File: config.mk
export PLATFORM = sky130hd
export DESIGN_NAME = srv_cmd_top
export DESIGN_NICKNAME = d
export VERILOG_FILES = /design/src/srv_cmd.v
export VERILOG_INCLUDE_DIRS = /design/src
export SDC_FILE = /design/constraint.sdc
export NUM_CORES = 2
export LEC_CHECK = 0
export BUFFER_PORTS_ARGS = -buffer_cell sky130_fd_sc_hd__buf_2
export CORE_MARGIN = 5
export CORE_UTILIZATION = 56
export CTS_CLUSTER_DIAMETER = 30
export DETAILED_ROUTE_END_ITERATION = 8
export MAX_ROUTING_LAYER = met4
export PLACE_DENSITY = 0.84
export SLEW_MARGIN = 0
export SYNTH_ARGS = -nofsm -noshare
export SYNTH_HDL_FRONTEND = slang
export SYNTH_SLANG_ARGS = --single-unit
File: constraint.sdc
create_clock -name CLK_SYS -period 7.2 [get_ports CLK_SYS]
set_input_delay 1.44 -clock CLK_SYS [delete_from_list [all_inputs] [get_ports CLK_SYS]]
set_output_delay 1.44 -clock CLK_SYS [all_outputs]
set_load 0.05 [all_outputs]
File: src/srv_map.vh
// Constants of the stream read and read verify command block.
// Assumes an ATA style task file with eight register addresses and a 40 MHz system clock.
`ifndef SRV_MAP_VH
`define SRV_MAP_VH

// Task file register addresses.
`define SRV_TF_DATA 3'h0
`define SRV_TF_FEAT_ERR 3'h1
`define SRV_TF_COUNT 3'h2
`define SRV_TF_SECT 3'h3
`define SRV_TF_CYL_LO 3'h4
`define SRV_TF_CYL_HI 3'h5
`define SRV_TF_DEVHEAD 3'h6
`define SRV_TF_CMD_STAT 3'h7

// Command opcodes.
`define SRV_OP_READ_STREAM 8'h2b
`define SRV_OP_VERIFY 8'h40
`define SRV_OP_VERIFY_R 8'h41

// Current feature byte fields.
`define SRV_FEAT_URGENT 7
`define SRV_FEAT_CONT_READ 6
`define SRV_FEAT_NONSEQ 5
`define SRV_FEAT_RESUME 4
`define SRV_FEAT_STREAM_HI 2
`define SRV_FEAT_STREAM_LO 0

// Device/head fields.
`define SRV_DH_LBA_MODE 6
`define SRV_DH_HEAD_HI 3
`define SRV_DH_HEAD_LO 0

// Error register bit positions.
`define SRV_ERR_UNC 6
`define SRV_ERR_IDNF 4
`define SRV_ERR_ABRT 2
`define SRV_ERR_TIMEOUT 0

// Status register bit positions.
`define SRV_ST_BSY 7
`define SRV_ST_RDY 6
`define SRV_ST_SE 5
`define SRV_ST_DSC 4
`define SRV_ST_DRQ 3
`define SRV_ST_ERR 0

// Medium sector result codes.
`define SRV_MED_OK 2'h0
`define SRV_MED_UNC 2'h1
`define SRV_MED_IDNF 2'h2
`define SRV_MED_ABRT 2'h3

// Sector counts that a zero count stands for.
`define SRV_STREAM_ZERO_COUNT 17'h10000
`define SRV_VERIFY_ZERO_COUNT 17'h00100

// Timing: clock period and microsecond in ns, cycles per microsecond derived.
`define SRV_CLK_PERIOD_NS 25
`define SRV_US_NS 1000
`define SRV_CYC_PER_US (`SRV_US_NS / `SRV_CLK_PERIOD_NS)
// Least completion time limit in microseconds.
`define SRV_MIN_LIMIT_US 40'd100

// Reset values.
`define SRV_RST_BYTE 8'h00
`define SRV_RST_STATUS 8'h40

`endif

File: src/srv_cmd.v
// Stream read and read verify command interpreter with its data FIFO.
// Assumes a host that writes the task file through the byte port and a medium engine
// that reads sectors, reports each sector's result and pushes read data with back-pressure.
//
// Behaviour
// RULE_01 - Opcode 2Bh starts the streaming read command.
// RULE_02 - Feature bit 7 requests urgent completion within limit.
// RULE_03 - Continuous read never aborts on read errors.
// RULE_04 - Without continuous read, ordinary streaming read behaviour.
// RULE_05 - Continuous errors: full transfer, stream error, log.
// RULE_06 - Continuous timeout stops; stream error, timeout logged.
// RULE_07 - Always move whole amount within time limit.
// RULE_08 - Host may flag next read non-sequential.
// RULE_09 - Feature bit 4 resumes stream error recovery.
// RULE_10 - Feature bits 2..0 select the stream.
// RULE_11 - Limit is previous feature times identify unit.
// RULE_12 - Zero byte uses stream default; zero disables.
// RULE_13 - Limit counted from command write to completion.
// RULE_14 - Limits below minimum are raised to minimum.
// RULE_15 - Sixteen bit stream count, zero means 65536.
// RULE_16 - 48-bit address split over current/previous bytes.
// RULE_17 - Error address returned, high bytes by select.
// RULE_18 - Error bit 0 flags an exceeded limit.
// RULE_19 - Stream error gives first address, suspect count.
// RULE_20 - Continuous errors go to log, error clear.
// RULE_21 - Opcodes 40h/41h verify without moving data.
// RULE_22 - Verify stops at the uncorrectable sector.
// RULE_23 - Verify count eight bits, zero means 256.
// RULE_24 - Verify address is 28-bit LBA or CHS.
// RULE_25 - Verify returns residual count and last sector.
// RULE_26 - Verify error clears busy, sets error and cause.
`timescale 1ns/1ps
`include "srv_map.vh"

////////////////////////////////////////////////////////////////////////////////
// Synchronous FIFO with registered flags; flush empties it in one cycle.
module srv_fifo #(
	parameter W = 16,
	parameter D = 8,
	parameter AW = 3
) (
	input wire clk,
	input wire rst,
	input wire flush,
	input wire [W-1:0] in_data,
	input wire in_valid,
	output reg in_ready,
	output wire [W-1:0] out_data,
	output reg out_valid,
	input wire out_ready
);
	reg [W-1:0] mem [0:D-1]; // Storage words.
	reg [AW-1:0] wp_r; // Write index.
	reg [AW-1:0] rp_r; // Read index.
	reg [AW:0] cnt_r; // Words held.
	wire push = in_valid & in_ready;
	wire pop = out_valid & out_ready;
	wire [AW:0] cnt_nxt = cnt_r + {{AW{1'b0}}, push} - {{AW{1'b0}}, pop};

	// The head word is read straight from the flip-flop array.
	assign out_data = mem[rp_r];

	// Pointers, count and flags; flags are registered so neither side sees a combinational path.
	always @(posedge clk) begin
		if (rst || flush) begin
			wp_r <= {AW{1'b0}};
			rp_r <= {AW{1'b0}};
			cnt_r <= {(AW+1){1'b0}};
			in_ready <= 1'b1;
			out_valid <= 1'b0;
		end else begin
			if (push) begin
				wp_r <= (wp_r == D - 1) ? {AW{1'b0}} : wp_r + 1'b1;
			end
			if (pop) begin
				rp_r <= (rp_r == D - 1) ? {AW{1'b0}} : rp_r + 1'b1;
			end
			cnt_r <= cnt_nxt;
			in_ready <= (cnt_nxt != D);
			out_valid <= (cnt_nxt != 0);
		end
	end

	// Data storage has no reset; only written words are ever read.
	always @(posedge clk) begin
		if (push) begin
			mem[wp_r] <= in_data;
		end
	end
endmodule // srv_fifo

////////////////////////////////////////////////////////////////////////////////
// Command interpreter top.
module srv_cmd_top (
	input wire CLK_SYS,
	input wire RESET,
	input wire [2:0] TF_ADDR,
	input wire TF_WR,
	input wire [7:0] TF_WDATA,
	input wire TF_RD,
	output reg [7:0] TF_RDATA,
	input wire HIGH_BYTE_READ_SELECT,
	input wire [31:0] IDENT_TIME_UNIT,
	input wire CFG_WR,
	input wire [2:0] CFG_STREAM,
	input wire [7:0] CFG_DEFAULT_LIMIT,
	output reg MED_START,
	output reg MED_STOP,
	output reg [47:0] MED_ADDR,
	output reg [16:0] MED_COUNT,
	output reg MED_CHS,
	output reg MED_XFER,
	output reg MED_URGENT,
	output reg MED_TOLERANT,
	output reg MED_NONSEQ,
	output reg MED_RESUME,
	output reg [2:0] MED_STREAM,
	input wire MED_SECT_DONE,
	input wire [47:0] MED_SECT_ADDR,
	input wire [1:0] MED_SECT_ERR,
	input wire [15:0] MED_DATA,
	input wire MED_DVALID,
	output wire MED_DREADY,
	output wire [15:0] XFER_DATA,
	output wire XFER_VALID,
	input wire XFER_READY,
	output reg CMD_DONE,
	output reg [7:0] ERRLOG_BITS
);
	localparam ST_IDLE = 2'd0;
	localparam ST_RUN = 2'd1;
	localparam ST_DRAIN = 2'd2;
	localparam ST_END = 2'd3;
	localparam integer US_LAST_INT = `SRV_CYC_PER_US - 1; // Last divider count, full width.
	localparam [5:0] US_LAST = US_LAST_INT[5:0]; // Cut to the divider's width on purpose.

	// Maps a medium result code onto its error register bit.
	function [7:0] err_mask;
		input [1:0] code;
		begin
			case (code)
				`SRV_MED_UNC: err_mask = 8'h01 << `SRV_ERR_UNC;
				`SRV_MED_IDNF: err_mask = 8'h01 << `SRV_ERR_IDNF;
				`SRV_MED_ABRT: err_mask = 8'h01 << `SRV_ERR_ABRT;
				default: err_mask = 8'h00;
			endcase
		end
	endfunction

	// Task file registers: current and previous bytes of each two-deep register.
	reg [7:0] feat_cur_r, feat_prv_r, cnt_cur_r, cnt_prv_r;
	reg [7:0] sn_cur_r, sn_prv_r, cl_cur_r, cl_prv_r, ch_cur_r, ch_prv_r;
	reg [7:0] devhead_r; // Device/head register.
	reg [7:0] err_r; // Error register contents shown to the host.
	reg err_st_r; // Status error bit.
	reg se_r; // Stream error status bit.
	reg [1:0] state_r; // Command sequencer state.
	reg is_stream_r; // Running command is the streaming read.
	reg rc_r; // Continuous read latched at command write.
	reg [16:0] remain_r; // Sectors still to be processed.
	reg [47:0] last_addr_r; // Last sector the medium finished.
	reg [47:0] fail_addr_r; // First failing sector.
	reg [15:0] suspect_r; // Consecutive suspect sectors from the first failure.
	reg fail_seen_r; // A failure has been recorded for this command.
	reg run_open_r; // The suspect run is still unbroken.
	reg timeout_r; // Limit expired during this command.
	reg [7:0] dflt_r [0:7]; // Per-stream default limit bytes.
	reg lim_en_r; // A limit is enforced.
	reg [39:0] limit_r; // Limit in microseconds.
	reg [39:0] elapsed_r; // Microseconds since the command write.
	reg [5:0] us_div_r; // Divider producing a one microsecond enable.
	reg fifo_flush_r; // Drops buffered data on a new command or an abort.
	wire fifo_valid;
	wire fifo_in_ready;
	integer i;

	////////////////////////////////////////////////////////////////////////
	// Read data path: the medium fills the FIFO and stalls while it is full.
	srv_fifo #(.W(16), .D(8), .AW(3)) u_fifo (
		.clk(CLK_SYS),
		.rst(RESET),
		.flush(fifo_flush_r),
		.in_data(MED_DATA),
		.in_valid(MED_DVALID),
		.in_ready(fifo_in_ready),
		.out_data(XFER_DATA),
		.out_valid(fifo_valid),
		.out_ready(XFER_READY)
	);
	assign MED_DREADY = fifo_in_ready;
	assign XFER_VALID = fifo_valid;

	////////////////////////////////////////////////////////////////////////
	// Limit selection for a streaming read, decided from the bytes already written.
	reg [7:0] sel_byte; // Byte in force after the default lookup.
	reg [39:0] prod_us; // Byte times unit, before clamping.
	reg [39:0] lim_nxt; // Clamped limit.
	always @* begin
		sel_byte = (feat_prv_r != 8'h00) ? feat_prv_r :
			dflt_r[feat_cur_r[`SRV_FEAT_STREAM_HI:`SRV_FEAT_STREAM_LO]]; // RULE_12
		prod_us = {32'h0, sel_byte} * {8'h00, IDENT_TIME_UNIT}; // RULE_11
		lim_nxt = (prod_us < `SRV_MIN_LIMIT_US) ? `SRV_MIN_LIMIT_US : prod_us; // RULE_14
	end

	wire is_busy = (state_r != ST_IDLE);
	wire cmd_wr = TF_WR && !is_busy && (TF_ADDR == `SRV_TF_CMD_STAT);
	wire op_stream = (TF_WDATA == `SRV_OP_READ_STREAM); // RULE_01
	wire op_verify = (TF_WDATA == `SRV_OP_VERIFY) || (TF_WDATA == `SRV_OP_VERIFY_R); // RULE_21
	wire expired = lim_en_r && (elapsed_r >= limit_r);
	wire sect_bad = MED_SECT_DONE && (MED_SECT_ERR != `SRV_MED_OK);
	wire [16:0] stream_cnt = ({cnt_prv_r, cnt_cur_r} == 16'h0000) ?
		`SRV_STREAM_ZERO_COUNT : {1'b0, cnt_prv_r, cnt_cur_r}; // RULE_15
	wire [16:0] verify_cnt = (cnt_cur_r == 8'h00) ?
		`SRV_VERIFY_ZERO_COUNT : {9'h000, cnt_cur_r}; // RULE_23

	////////////////////////////////////////////////////////////////////////
	// Stream default limits; configuration may arrive at any time.
	always @(posedge CLK_SYS) begin
		if (RESET) begin
			for (i = 0; i < 8; i = i + 1) begin
				dflt_r[i] <= `SRV_RST_BYTE;
			end
		end else if (CFG_WR) begin
			dflt_r[CFG_STREAM] <= CFG_DEFAULT_LIMIT;
		end
	end

	////////////////////////////////////////////////////////////////////////
	// Elapsed time counted in whole microseconds from the command write.
	always @(posedge CLK_SYS) begin
		if (RESET || cmd_wr) begin
			us_div_r <= 6'h00; // RULE_13
			elapsed_r <= 40'h0;
		end else if (is_busy) begin
			if (us_div_r == US_LAST) begin
				us_div_r <= 6'h00;
				elapsed_r <= elapsed_r + 40'h1;
			end else begin
				us_div_r <= us_div_r + 6'h01;
			end
		end
	end

	////////////////////////////////////////////////////////////////////////
	// Host reads: the high-byte select picks previous bytes of the address and count.
	always @(posedge CLK_SYS) begin
		if (RESET) begin
			TF_RDATA <= `SRV_RST_BYTE;
		end else if (TF_RD) begin
			case (TF_ADDR)
				`SRV_TF_FEAT_ERR: TF_RDATA <= err_r;
				`SRV_TF_COUNT: TF_RDATA <= HIGH_BYTE_READ_SELECT ? cnt_prv_r : cnt_cur_r;
				`SRV_TF_SECT: TF_RDATA <= HIGH_BYTE_READ_SELECT ? sn_prv_r : sn_cur_r; // RULE_17
				`SRV_TF_CYL_LO: TF_RDATA <= HIGH_BYTE_READ_SELECT ? cl_prv_r : cl_cur_r;
				`SRV_TF_CYL_HI: TF_RDATA <= HIGH_BYTE_READ_SELECT ? ch_prv_r : ch_cur_r;
				`SRV_TF_DEVHEAD: TF_RDATA <= devhead_r;
				`SRV_TF_CMD_STAT: begin
					// Status: stream commands show the stream error bit, verify shows seek done.
					TF_RDATA <= {is_busy, 1'b1, is_stream_r & se_r, ~is_stream_r,
						is_busy & is_stream_r & fifo_valid, 2'b00, err_st_r};
				end
				default: TF_RDATA <= 8'h00;
			endcase
		end
	end

	////////////////////////////////////////////////////////////////////////
	// Command sequencer, task file writes and result write-back.
	always @(posedge CLK_SYS) begin
		if (RESET) begin
			state_r <= ST_IDLE;
			feat_cur_r <= `SRV_RST_BYTE;
			feat_prv_r <= `SRV_RST_BYTE;
			cnt_cur_r <= `SRV_RST_BYTE;
			cnt_prv_r <= `SRV_RST_BYTE;
			sn_cur_r <= `SRV_RST_BYTE;
			sn_prv_r <= `SRV_RST_BYTE;
			cl_cur_r <= `SRV_RST_BYTE;
			cl_prv_r <= `SRV_RST_BYTE;
			ch_cur_r <= `SRV_RST_BYTE;
			ch_prv_r <= `SRV_RST_BYTE;
			devhead_r <= `SRV_RST_BYTE;
			err_r <= `SRV_RST_BYTE;
			err_st_r <= 1'b0;
			se_r <= 1'b0;
			is_stream_r <= 1'b0;
			rc_r <= 1'b0;
			remain_r <= 17'h0;
			last_addr_r <= 48'h0;
			fail_addr_r <= 48'h0;
			suspect_r <= 16'h0;
			fail_seen_r <= 1'b0;
			run_open_r <= 1'b0;
			timeout_r <= 1'b0;
			lim_en_r <= 1'b0;
			limit_r <= 40'h0;
			fifo_flush_r <= 1'b0;
			MED_START <= 1'b0;
			MED_STOP <= 1'b0;
			MED_ADDR <= 48'h0;
			MED_COUNT <= 17'h0;
			MED_CHS <= 1'b0;
			MED_XFER <= 1'b0;
			MED_URGENT <= 1'b0;
			MED_TOLERANT <= 1'b0;
			MED_NONSEQ <= 1'b0;
			MED_RESUME <= 1'b0;
			MED_STREAM <= 3'h0;
			CMD_DONE <= 1'b0;
			ERRLOG_BITS <= `SRV_RST_BYTE;
		end else begin
			MED_START <= 1'b0;
			MED_STOP <= 1'b0;
			CMD_DONE <= 1'b0;
			fifo_flush_r <= 1'b0;
			case (state_r)
				ST_IDLE: begin
					// Parameter writes to the two-deep registers shift the current byte into the previous one; device/head is overwritten.
					if (TF_WR) begin
						case (TF_ADDR)
							`SRV_TF_FEAT_ERR: begin
								feat_prv_r <= feat_cur_r;
								feat_cur_r <= TF_WDATA;
							end
							`SRV_TF_COUNT: begin
								cnt_prv_r <= cnt_cur_r;
								cnt_cur_r <= TF_WDATA;
							end
							`SRV_TF_SECT: begin
								sn_prv_r <= sn_cur_r;
								sn_cur_r <= TF_WDATA;
							end
							`SRV_TF_CYL_LO: begin
								cl_prv_r <= cl_cur_r;
								cl_cur_r <= TF_WDATA;
							end
							`SRV_TF_CYL_HI: begin
								ch_prv_r <= ch_cur_r;
								ch_cur_r <= TF_WDATA;
							end
							`SRV_TF_DEVHEAD: devhead_r <= TF_WDATA;
							default: ;
						endcase
					end
					if (cmd_wr) begin
						err_r <= 8'h00;
						err_st_r <= 1'b0;
						se_r <= 1'b0;
						fail_seen_r <= 1'b0;
						run_open_r <= 1'b0;
						suspect_r <= 16'h0;
						timeout_r <= 1'b0;
						fifo_flush_r <= 1'b1;
						is_stream_r <= op_stream;
						if (op_stream) begin
							// Stream parameters go straight to the medium engine.
							rc_r <= feat_cur_r[`SRV_FEAT_CONT_READ]; // RULE_03
							ERRLOG_BITS <= 8'h00;
							lim_en_r <= (sel_byte != 8'h00); // RULE_12
							limit_r <= lim_nxt;
							remain_r <= stream_cnt;
							MED_COUNT <= stream_cnt; // RULE_07
							MED_ADDR <= {ch_prv_r, cl_prv_r, sn_prv_r,
								ch_cur_r, cl_cur_r, sn_cur_r}; // RULE_16
							MED_CHS <= 1'b0;
							MED_XFER <= 1'b1;
							MED_URGENT <= feat_cur_r[`SRV_FEAT_URGENT]; // RULE_02
							MED_TOLERANT <= feat_cur_r[`SRV_FEAT_CONT_READ]; // RULE_04
							MED_NONSEQ <= feat_cur_r[`SRV_FEAT_NONSEQ]; // RULE_08
							MED_RESUME <= feat_cur_r[`SRV_FEAT_RESUME]; // RULE_09
							MED_STREAM <= feat_cur_r[`SRV_FEAT_STREAM_HI:`SRV_FEAT_STREAM_LO]; // RULE_10
							MED_START <= 1'b1;
							state_r <= ST_RUN;
						end else if (op_verify) begin
							rc_r <= 1'b0;
							lim_en_r <= 1'b0;
							remain_r <= verify_cnt;
							MED_COUNT <= verify_cnt;
							// LBA or packed head/cylinder/sector, by the addressing bit.
							MED_ADDR <= {20'h0, devhead_r[`SRV_DH_HEAD_HI:`SRV_DH_HEAD_LO],
								ch_cur_r, cl_cur_r, sn_cur_r}; // RULE_24
							MED_CHS <= ~devhead_r[`SRV_DH_LBA_MODE];
							MED_XFER <= 1'b0; // RULE_21
							MED_URGENT <= 1'b0;
							MED_TOLERANT <= 1'b0;
							MED_NONSEQ <= 1'b0;
							MED_RESUME <= 1'b0;
							MED_START <= 1'b1;
							state_r <= ST_RUN;
						end else begin
							// Unknown opcodes are refused at once with an abort.
							err_r <= 8'h01 << `SRV_ERR_ABRT;
							err_st_r <= 1'b1;
							CMD_DONE <= 1'b1;
						end
					end
				end
				ST_RUN: begin
					if (expired) begin
						// The limit ends the command in either mode.
						timeout_r <= 1'b1;
						MED_STOP <= 1'b1;
						fifo_flush_r <= 1'b1;
						state_r <= ST_END; // RULE_06
					end else if (MED_SECT_DONE) begin
						last_addr_r <= MED_SECT_ADDR;
						if (sect_bad) begin
							if (!fail_seen_r) begin
								fail_seen_r <= 1'b1;
								fail_addr_r <= MED_SECT_ADDR;
								suspect_r <= 16'h1;
								run_open_r <= 1'b1;
							end else if (run_open_r) begin
								suspect_r <= suspect_r + 16'h1; // RULE_19
							end
							if (rc_r) begin
								// Continuous mode logs the cause and keeps going.
								ERRLOG_BITS <= ERRLOG_BITS | err_mask(MED_SECT_ERR); // RULE_20
								remain_r <= remain_r - 17'h1;
								if (remain_r == 17'h1) begin
									state_r <= ST_DRAIN; // RULE_05
								end
							end else begin
								// Otherwise the failing sector ends the command.
								err_r <= err_mask(MED_SECT_ERR);
								MED_STOP <= 1'b1;
								if (is_stream_r) begin
									fifo_flush_r <= 1'b1;
								end
								state_r <= ST_END; // RULE_22
							end
						end else begin
							run_open_r <= 1'b0;
							remain_r <= remain_r - 17'h1;
							if (remain_r == 17'h1) begin
								state_r <= is_stream_r ? ST_DRAIN : ST_END;
							end
						end
					end
				end
				ST_DRAIN: begin
					// Completion waits until the host has taken every buffered word or the limit expires.
					if (expired) begin
						timeout_r <= 1'b1;
						fifo_flush_r <= 1'b1;
						state_r <= ST_END; // RULE_13
					end else if (!fifo_valid) begin
						state_r <= ST_END;
					end
				end
				ST_END: begin
					CMD_DONE <= 1'b1;
					state_r <= ST_IDLE;
					if (is_stream_r) begin
						if (rc_r && (fail_seen_r || timeout_r)) begin
							se_r <= 1'b1; // RULE_05
							err_st_r <= 1'b0; // RULE_20
							err_r <= 8'h00;
							if (timeout_r) begin
								ERRLOG_BITS[`SRV_ERR_TIMEOUT] <= 1'b1; // RULE_06
							end
						end else if (timeout_r || fail_seen_r) begin
							err_st_r <= 1'b1;
							if (timeout_r) begin
								err_r[`SRV_ERR_TIMEOUT] <= 1'b1; // RULE_18
							end
						end
						if (fail_seen_r) begin
							// First failing sector goes back into the address bytes.
							{ch_prv_r, cl_prv_r, sn_prv_r} <= fail_addr_r[47:24]; // RULE_17
							{ch_cur_r, cl_cur_r, sn_cur_r} <= fail_addr_r[23:0];
							if (rc_r) begin
								{cnt_prv_r, cnt_cur_r} <= suspect_r; // RULE_19
							end
						end
					end else begin
						// Verify: residual count and the last sector processed.
						cnt_cur_r <= remain_r[7:0]; // RULE_25
						{ch_cur_r, cl_cur_r, sn_cur_r} <= last_addr_r[23:0];
						devhead_r[`SRV_DH_HEAD_HI:`SRV_DH_HEAD_LO] <= last_addr_r[27:24];
						err_st_r <= fail_seen_r; // RULE_26
					end
				end
				default: state_r <= ST_IDLE;
			endcase
		end
	end
endmodule // srv_cmd_top

# [Yosys cells after proc, flatten, opt, wreduce, memory -nomap -nowiden]
# Memories as Yosys holds them, arrays and structs flattened. A register that Yosys moved wholly into a read port is not among the register bits.
# Index checks and enable logic that the tools add are counted.
[totals] memories=2 out_inout_bits=111 ram_bits=192 wordCells=365 ff_bits=406 input_bits=129
[op_classes] eq_ne=54 reduce_logical=56 addsub=8 mul=1 bitwise_logic=13 n_mux=179 n_lt_le_gt_ge=2
[mem_list] name="u_fifo.mem" words=8 width=16 read_ports=1 rd_ports_with_merged_regs=1 write_ports=1 line="srv_cmd.v:52" source="reg [W-1:0] mem [0:D-1];"
[mem_list] name="dflt_r" words=8 width=8 read_ports=1 rd_ports_with_merged_regs=1 write_ports=8 line="srv_cmd.v:167" source="reg [7:0] dflt_r [0:7];"
[ops] op="8-bit 2-to-1 mux" n=58
[ops] op="17-bit 2-to-1 mux" n=8
[ops] op="8-bit one-hot mux with 2 select lines" n=8
[ops] op="16-bit 2-to-1 mux" n=6
[ops] op="48-bit 2-to-1 mux" n=2
[ops] op="8-bit one-hot mux with 7 select lines" n=1
[ops] op="1-bit 2-to-1 mux" n=54
[ops] op="40-bit by 1-bit adder with 40-bit output (second input constant)" n=1
[ops] op="40-bit greater-or-equal comparator" n=1
[ops] op="40-bit by 7-bit < comparator with 1-bit output (second input constant)" n=1
[ops] op="8-bit by 32-bit multiplier with 40-bit output" n=1
[ops] op="40-bit 2-to-1 mux" n=1
[ops] op="2-bit != test (second input constant)" n=19
[ops] op="5-bit AND reduction" n=7
[ops] op="17-bit one-hot mux with 2 select lines" n=1
[ops] op="16-bit one-hot mux with 2 select lines" n=1
[ops] op="3-bit != test (second input constant)" n=10
[ops] op="3-bit 2-to-1 mux" n=9
[ops] op="8-bit one-hot mux with 3 select lines" n=1
[ops] op="6-bit AND reduction" n=4
[ops] op="2-bit 2-to-1 mux" n=11
[ops] op="7-bit one-hot mux with 3 select lines" n=1
[ops] op="3-bit AND reduction" n=7
[ops] op="4-bit AND reduction" n=5
[ops] op="47 further kinds" n=95

# [Depth between registers and ports, before layout]
[depth] depth_word=14 mapped_depth=27 ltp_nobuf=23

# [By module]
# From an unflattened synthesis, not the netlist that was laid out.
[hier_totals] cells_unflattened=3633 hier_area_um2=34891.0
[modules_own_cells] module="srv_cmd_top" n_inst=1 area_each_um2=29254.3 cells_per_inst=3364
[modules_own_cells] module="srv_fifo" n_inst=1 area_each_um2=5636.7 cells_per_inst=269

# [Worst setup path before layout]
# OpenSTA, ideal clock, no wires.
[synth_path] path_type="flip-flop to flip-flop" from="register (tool-made name)" to="register limit_r[2]" path_stages_with_launch=26 arrival_time_ns=7.835 period_less_slack_ns=7.921 slack_ns=-0.721 setup_ns=0.086 cell_sequence="dfxtp_1 > clkbuf_1 > buf_1 > mux4_2 > mux2_2 > a21oi_1 > clkbuf_1 > nor2b_1 > fa_1 > fa_1 > fa_1 > inv_1 > fa_1 > inv_1 > ha_1 > clkbuf_1 > nand4_1 > nor2_1 > or4b_2 > nand3_1 > a31oi_1 > xnor2_1 > a2111oi_2 > nand4b_1 > or4_4 > a221oi_2"
[synth_lines] item="to (signal assigned)" line="srv_cmd.v:360" source="limit_r <= lim_nxt;"
[synth_lines] item="to (decl)" line="srv_cmd.v:169" source="reg [39:0] limit_r;"

# [Worst setup path after layout]
[layout_path] from="register feat_prv_r[7]" to="register limit_r[6]"
[layout_between] elab_chain_len=5
[layout_rtl] item="from (decl)" line="srv_cmd.v:151" source="reg [7:0] feat_cur_r, feat_prv_r, cnt_cur_r, cnt_prv_r;"
[layout_rtl] item="from (signal assigned)" line="srv_cmd.v:273" source="feat_prv_r <= `SRV_RST_BYTE;"
[layout_rtl] item="from (signal assigned)" line="srv_cmd.v:322" source="feat_prv_r <= feat_cur_r;"
[layout_rtl] item="8-bit nonzero test" line="srv_cmd.v:199" source="sel_byte = (feat_prv_r != 8'h00) ? feat_prv_r :"
[layout_rtl] item="8-bit 2-to-1 mux *" line="srv_cmd.v:199"
[layout_rtl] item="8-bit by 32-bit multiplier with 40-bit output *" line="srv_cmd.v:201" source="prod_us = {32'h0, sel_byte} * {8'h00, IDENT_TIME_UNIT};"
[layout_rtl] item="40-bit by 7-bit < comparator with 1-bit output (no source line)"
[layout_rtl] item="40-bit 2-to-1 mux *" line="srv_cmd.v:202" source="lim_nxt = (prod_us < `SRV_MIN_LIMIT_US) ? `SRV_MIN_LIMIT_US : prod_us;"
# Every way passes the cells marked *; elsewhere a longest branch is shown, timed or not.
# A chain may end at the register's enable or synchronous reset.

==> results by group <==
Hold path
  • Worst Hold Class: flop to flop
  • Hold Startpoint: fail_addr_r[4]$_SDFFE_PP0P_
  • Hold Path Sink: fail_addr_r[4]$_SDFFE_PP0P_
  • Hold path cells: 2

Critical path
  • CP most frequent cell: fa_1
  • R2R Path End: limit_r[6]$_SDFFE_PP0P_
  • CP Buf/Inv Count: 9
  • Slowest cell delay on critical path: 600 ps
  • R2R Setup Slk: -150 ps
  • R2R depth: 28
  • Worst path required time: 7740 ps
  • Critical-path top delay cell: or4_1
  • Worst flop-to-flop path startpoint: feat_prv_r[7]$_SDFFE_PP0P_
  • Worst Path Arrival: 7890 ps
  • Worst path top cell family by delay: simple AND/OR/NAND/NOR gates
  • CP max FO: 7
  • CP startpoint kind: flop
  • Critical path class: flop to flop
  • CP endpoint kind: flop

Synth
  • Library cells used by synthesis: 84
  • Post-synthesis sequential area ratio: 39.9%
  • Synth area leader: dfxtp_1
  • Post-synth EDFFs: 192
  • Syn_area_per_cell: 9.50 um2
  • Top FF cell, synth: dfxtp_1
  • Fraction of registers with async set/reset: 0%
  • Synth area leaders: dfxtp_1 (23%), edfxtp_1 (17%), fa_1 (10%)
  • Warnings, synthesis: 0
  • Synth top area share: 23.3%
  • Synthesized cell area: 34,700 um2
  • Seq cells post-synth: 596
  • Post-synthesis instance total: 3,657

Finish
  • Reg area: 13,900 um2
  • Area of the multi-input gates: 19,900 um2
  • Share of cells above drive strength 1: 20.2%
  • Commonest cells after routing, fill and taps aside: nand2_1 (494), dfxtp_1 (398), a21oi_1 (297)
  • Most common cell after layout, fill and taps aside: nand2_1
  • Fill cell count: 4,292
  • Final net count: 4,396
  • Syn-to-layout area delta: 21.7%

Global route
  • Vias in the first global route: 29,140
  • Total Routing Usage GR: 30.2%
  • Grt total ovfl: 0
  • Largest net degree at the start of global routing: 190
  • First-pass GRT wire length: 159,000 um
  • Initial antenna violation count: 6

STA
  • Total Neg Setup Slack: -683 ps
  • Final Hold Fails: 0
  • Fin worst setup slack: -154 ps
  • Post-layout min period: 7350 ps
  • Crit share post-route: 102%
  • Max_slew headroom: 10.9%
  • Least-Margin Pin Slew: 1340 ps
  • Max Slew Vio Count: 0
  • Final Skew: 84.0 ps
  • RSZ-0062 raised after global routing: yes
  • Endpoints failing setup: 7
  • Fmax: 136 MHz
  • Final hold slack: 454 ps

Clock network
  • CTS buffer count: 104
  • CTS H-tree lvls: 3
  • CTS root buf: clkbuf_16
  • TritonCTS clock tree: yes
  • CTS max path bufs: 3
  • CTS clock-pin slew for the worst setup and hold paths: 50 ps
  • Clk_lat worst skew: 670 ps
  • Clock sinks: 596

Pwr
  • Flop pwr share: 21.1%
  • Comb pwr share: 52.2%
  • Pwr dens: 437 nW/um2
  • Sw power: 0.00744 W
  • Internal: 0.0111 W
  • Clock network power share: 26.7%
  • Leak: 16.5 nW
  • Switching Fraction: 40.2%
  • Peak supply drop: 425 uV
  • Power, Total: 0.0185 W

Routing
  • Via count: 29,375
  • DR vias/cell: 5.99
  • Drt pass-1 iters: 8
  • Total wire length: 102,000 um
  • # DRC: 0
  • Post-route ant nets: 0
  • Avg WL per Cell: 20.9 um
  • Starting DRT DRC Count: 3,278

Floorplan
  • Die area: 67,100 um2
  • Die Y: 259 um
  • Core area: 61,600 um2
  • Die W: 259 um
  • IO Count: 240
  • Starting Density: 56.4%
  • Standard-cell row count: 91

Run status
  • Status: complete, but fails checks
  • Failing checks: setup timing

Flow run
  • Max-cap violations: 0

Placement
  • HPWL Detailed: 68,000 um
  • GPL Wtd Cong: 0.988
  • Number of I/O port buffers: 235
==> metrics by stage <==
| step | instances | area, um2 | util, % | setup slack (ps) |
|---|---|---|---|---|
| after floorplan | 3660 | 34800 | - | 4.50 |
| after global placement | 4647 | 37300 | 60.6 | 98.4 |
| after detailed placement | 4647 | 37300 | 60.6 | -61.2 |
| after CTS | 4875 | 41600 | 67.5 | 2.67 |
| after global routing | 4902 | 42300 | 68.6 | -276 |
| final | 4905 | 42300 | 68.6 | -154 |
==> how the worst max path moves through the flow <==
stage	cells past startpoint	slack (ps)	to	start
floorplan	25	4	limit_r[2]$_SDFFE_PP0P_	flop
global placement	26	100	limit_r[6]$_SDFFE_PP0P_	flop
detailed placement	25	-60	limit_r[2]$_SDFFE_PP0P_	flop
CTS	26	3	limit_r[2]$_SDFFE_PP0P_	flop
global route	25	-280	limit_r[6]$_SDFFE_PP0P_	flop
finish	28	-150	limit_r[6]$_SDFFE_PP0P_	feat_prv_r[7]$_SDFFE_PP0P_
==> cell type report <==
| type | instances | share of cell area, % |
|---|---|---|
| flip-flops and latches | 596 | 32.8 |
| well taps | 837 | 2.48 |
| diodes | 9 | 0.0533 |
| inverters | 277 | 2.46 |
| clock inverters | 76 | 2.12 |
| repair buffers | 406 | 6.70 |
| multi-input cells | 2584 | 47.0 |
| clock buffers | 120 | 6.39 |
==> flip-flops by register name, indices dropped and copies added (netlist names), 16 cells and up, named ones only <==
signal and flops:
MED_ADDR 48, u_fifo.mem 128, dflt_r 64, suspect_r 16, limit_r 40, remain_r 17
elapsed_r 40, fail_addr_r 48, MED_COUNT 17, last_addr_r 28
==> layer usage <==
metal | track usage [%] | vias up | part of all wire [%]
li1 | - | 13239 | -
met2 | 48.7 | 1594 | 48
met3 | 6.16 | 368 | 9.7
met1 | 37.7 | 14174 | 38
met4 | 12.0 | 0 | 4.6
met5 | - | - | 0
==> repair_timing <==
item	in CTS	in global routing
hold buffers	0	0
gates resized for setup	52	101
pin swaps	44	66
setup buffers	28	19
endpoints found under the setup margin	3	7
gates cloned	5	2
==> worst register-to-register path: cells and delay by family (launching register included) <==
kind	cells	cell delay [ps]
and+or+nand+nor	9	2720
adders and majority gates	5	2310
buffers and inverters	9	1140
AOI/OAI and AO/OA	4	520
DFF	1	400
xor gates and xnor gates	1	150
==> power by group through the flow <==
stage	clock network [W]	logic, W	registers [W]
final	0.00493	0.00966	0.00390
after detailed placement	0	0.00784	0.00395
after global placement	0	0.00772	0.00395
after floorplan	0	0.00516	0.00388
after CTS	0.00497	0.00856	0.00389
after global routing	0.00516	0.0105	0.00391
==> synthesized netlist by cell type (86+ instances only) <==
master / count
a21oi_1: 315
dfxtp_1: 404
nor2_1: 251
inv_1: 276
edfxtp_1: 192
nor2b_1: 182
ha_1: 117
o21ai_0: 86
nand2_1: 498
and2_1: 91
mux2i_1: 119
clkbuf_1: 163
fa_1: 181
==> kinds of logic after synthesis <==
family / count (synthesis) / share of synthesized area, %
AND/OR/NAND/NOR: 1321 / 18.3
AO/OA/AOI/OAI: 697 / 12.6
flip-flops: 596 / 39.9
buffers and inverters: 480 / 5.29
adder cells (fa/ha/maj): 298 / 14.6
multiplexers: 198 / 7.61
XOR/XNOR: 66 / 1.69
other: 1 / 0.0108
(Power assumes the default switching activity.)
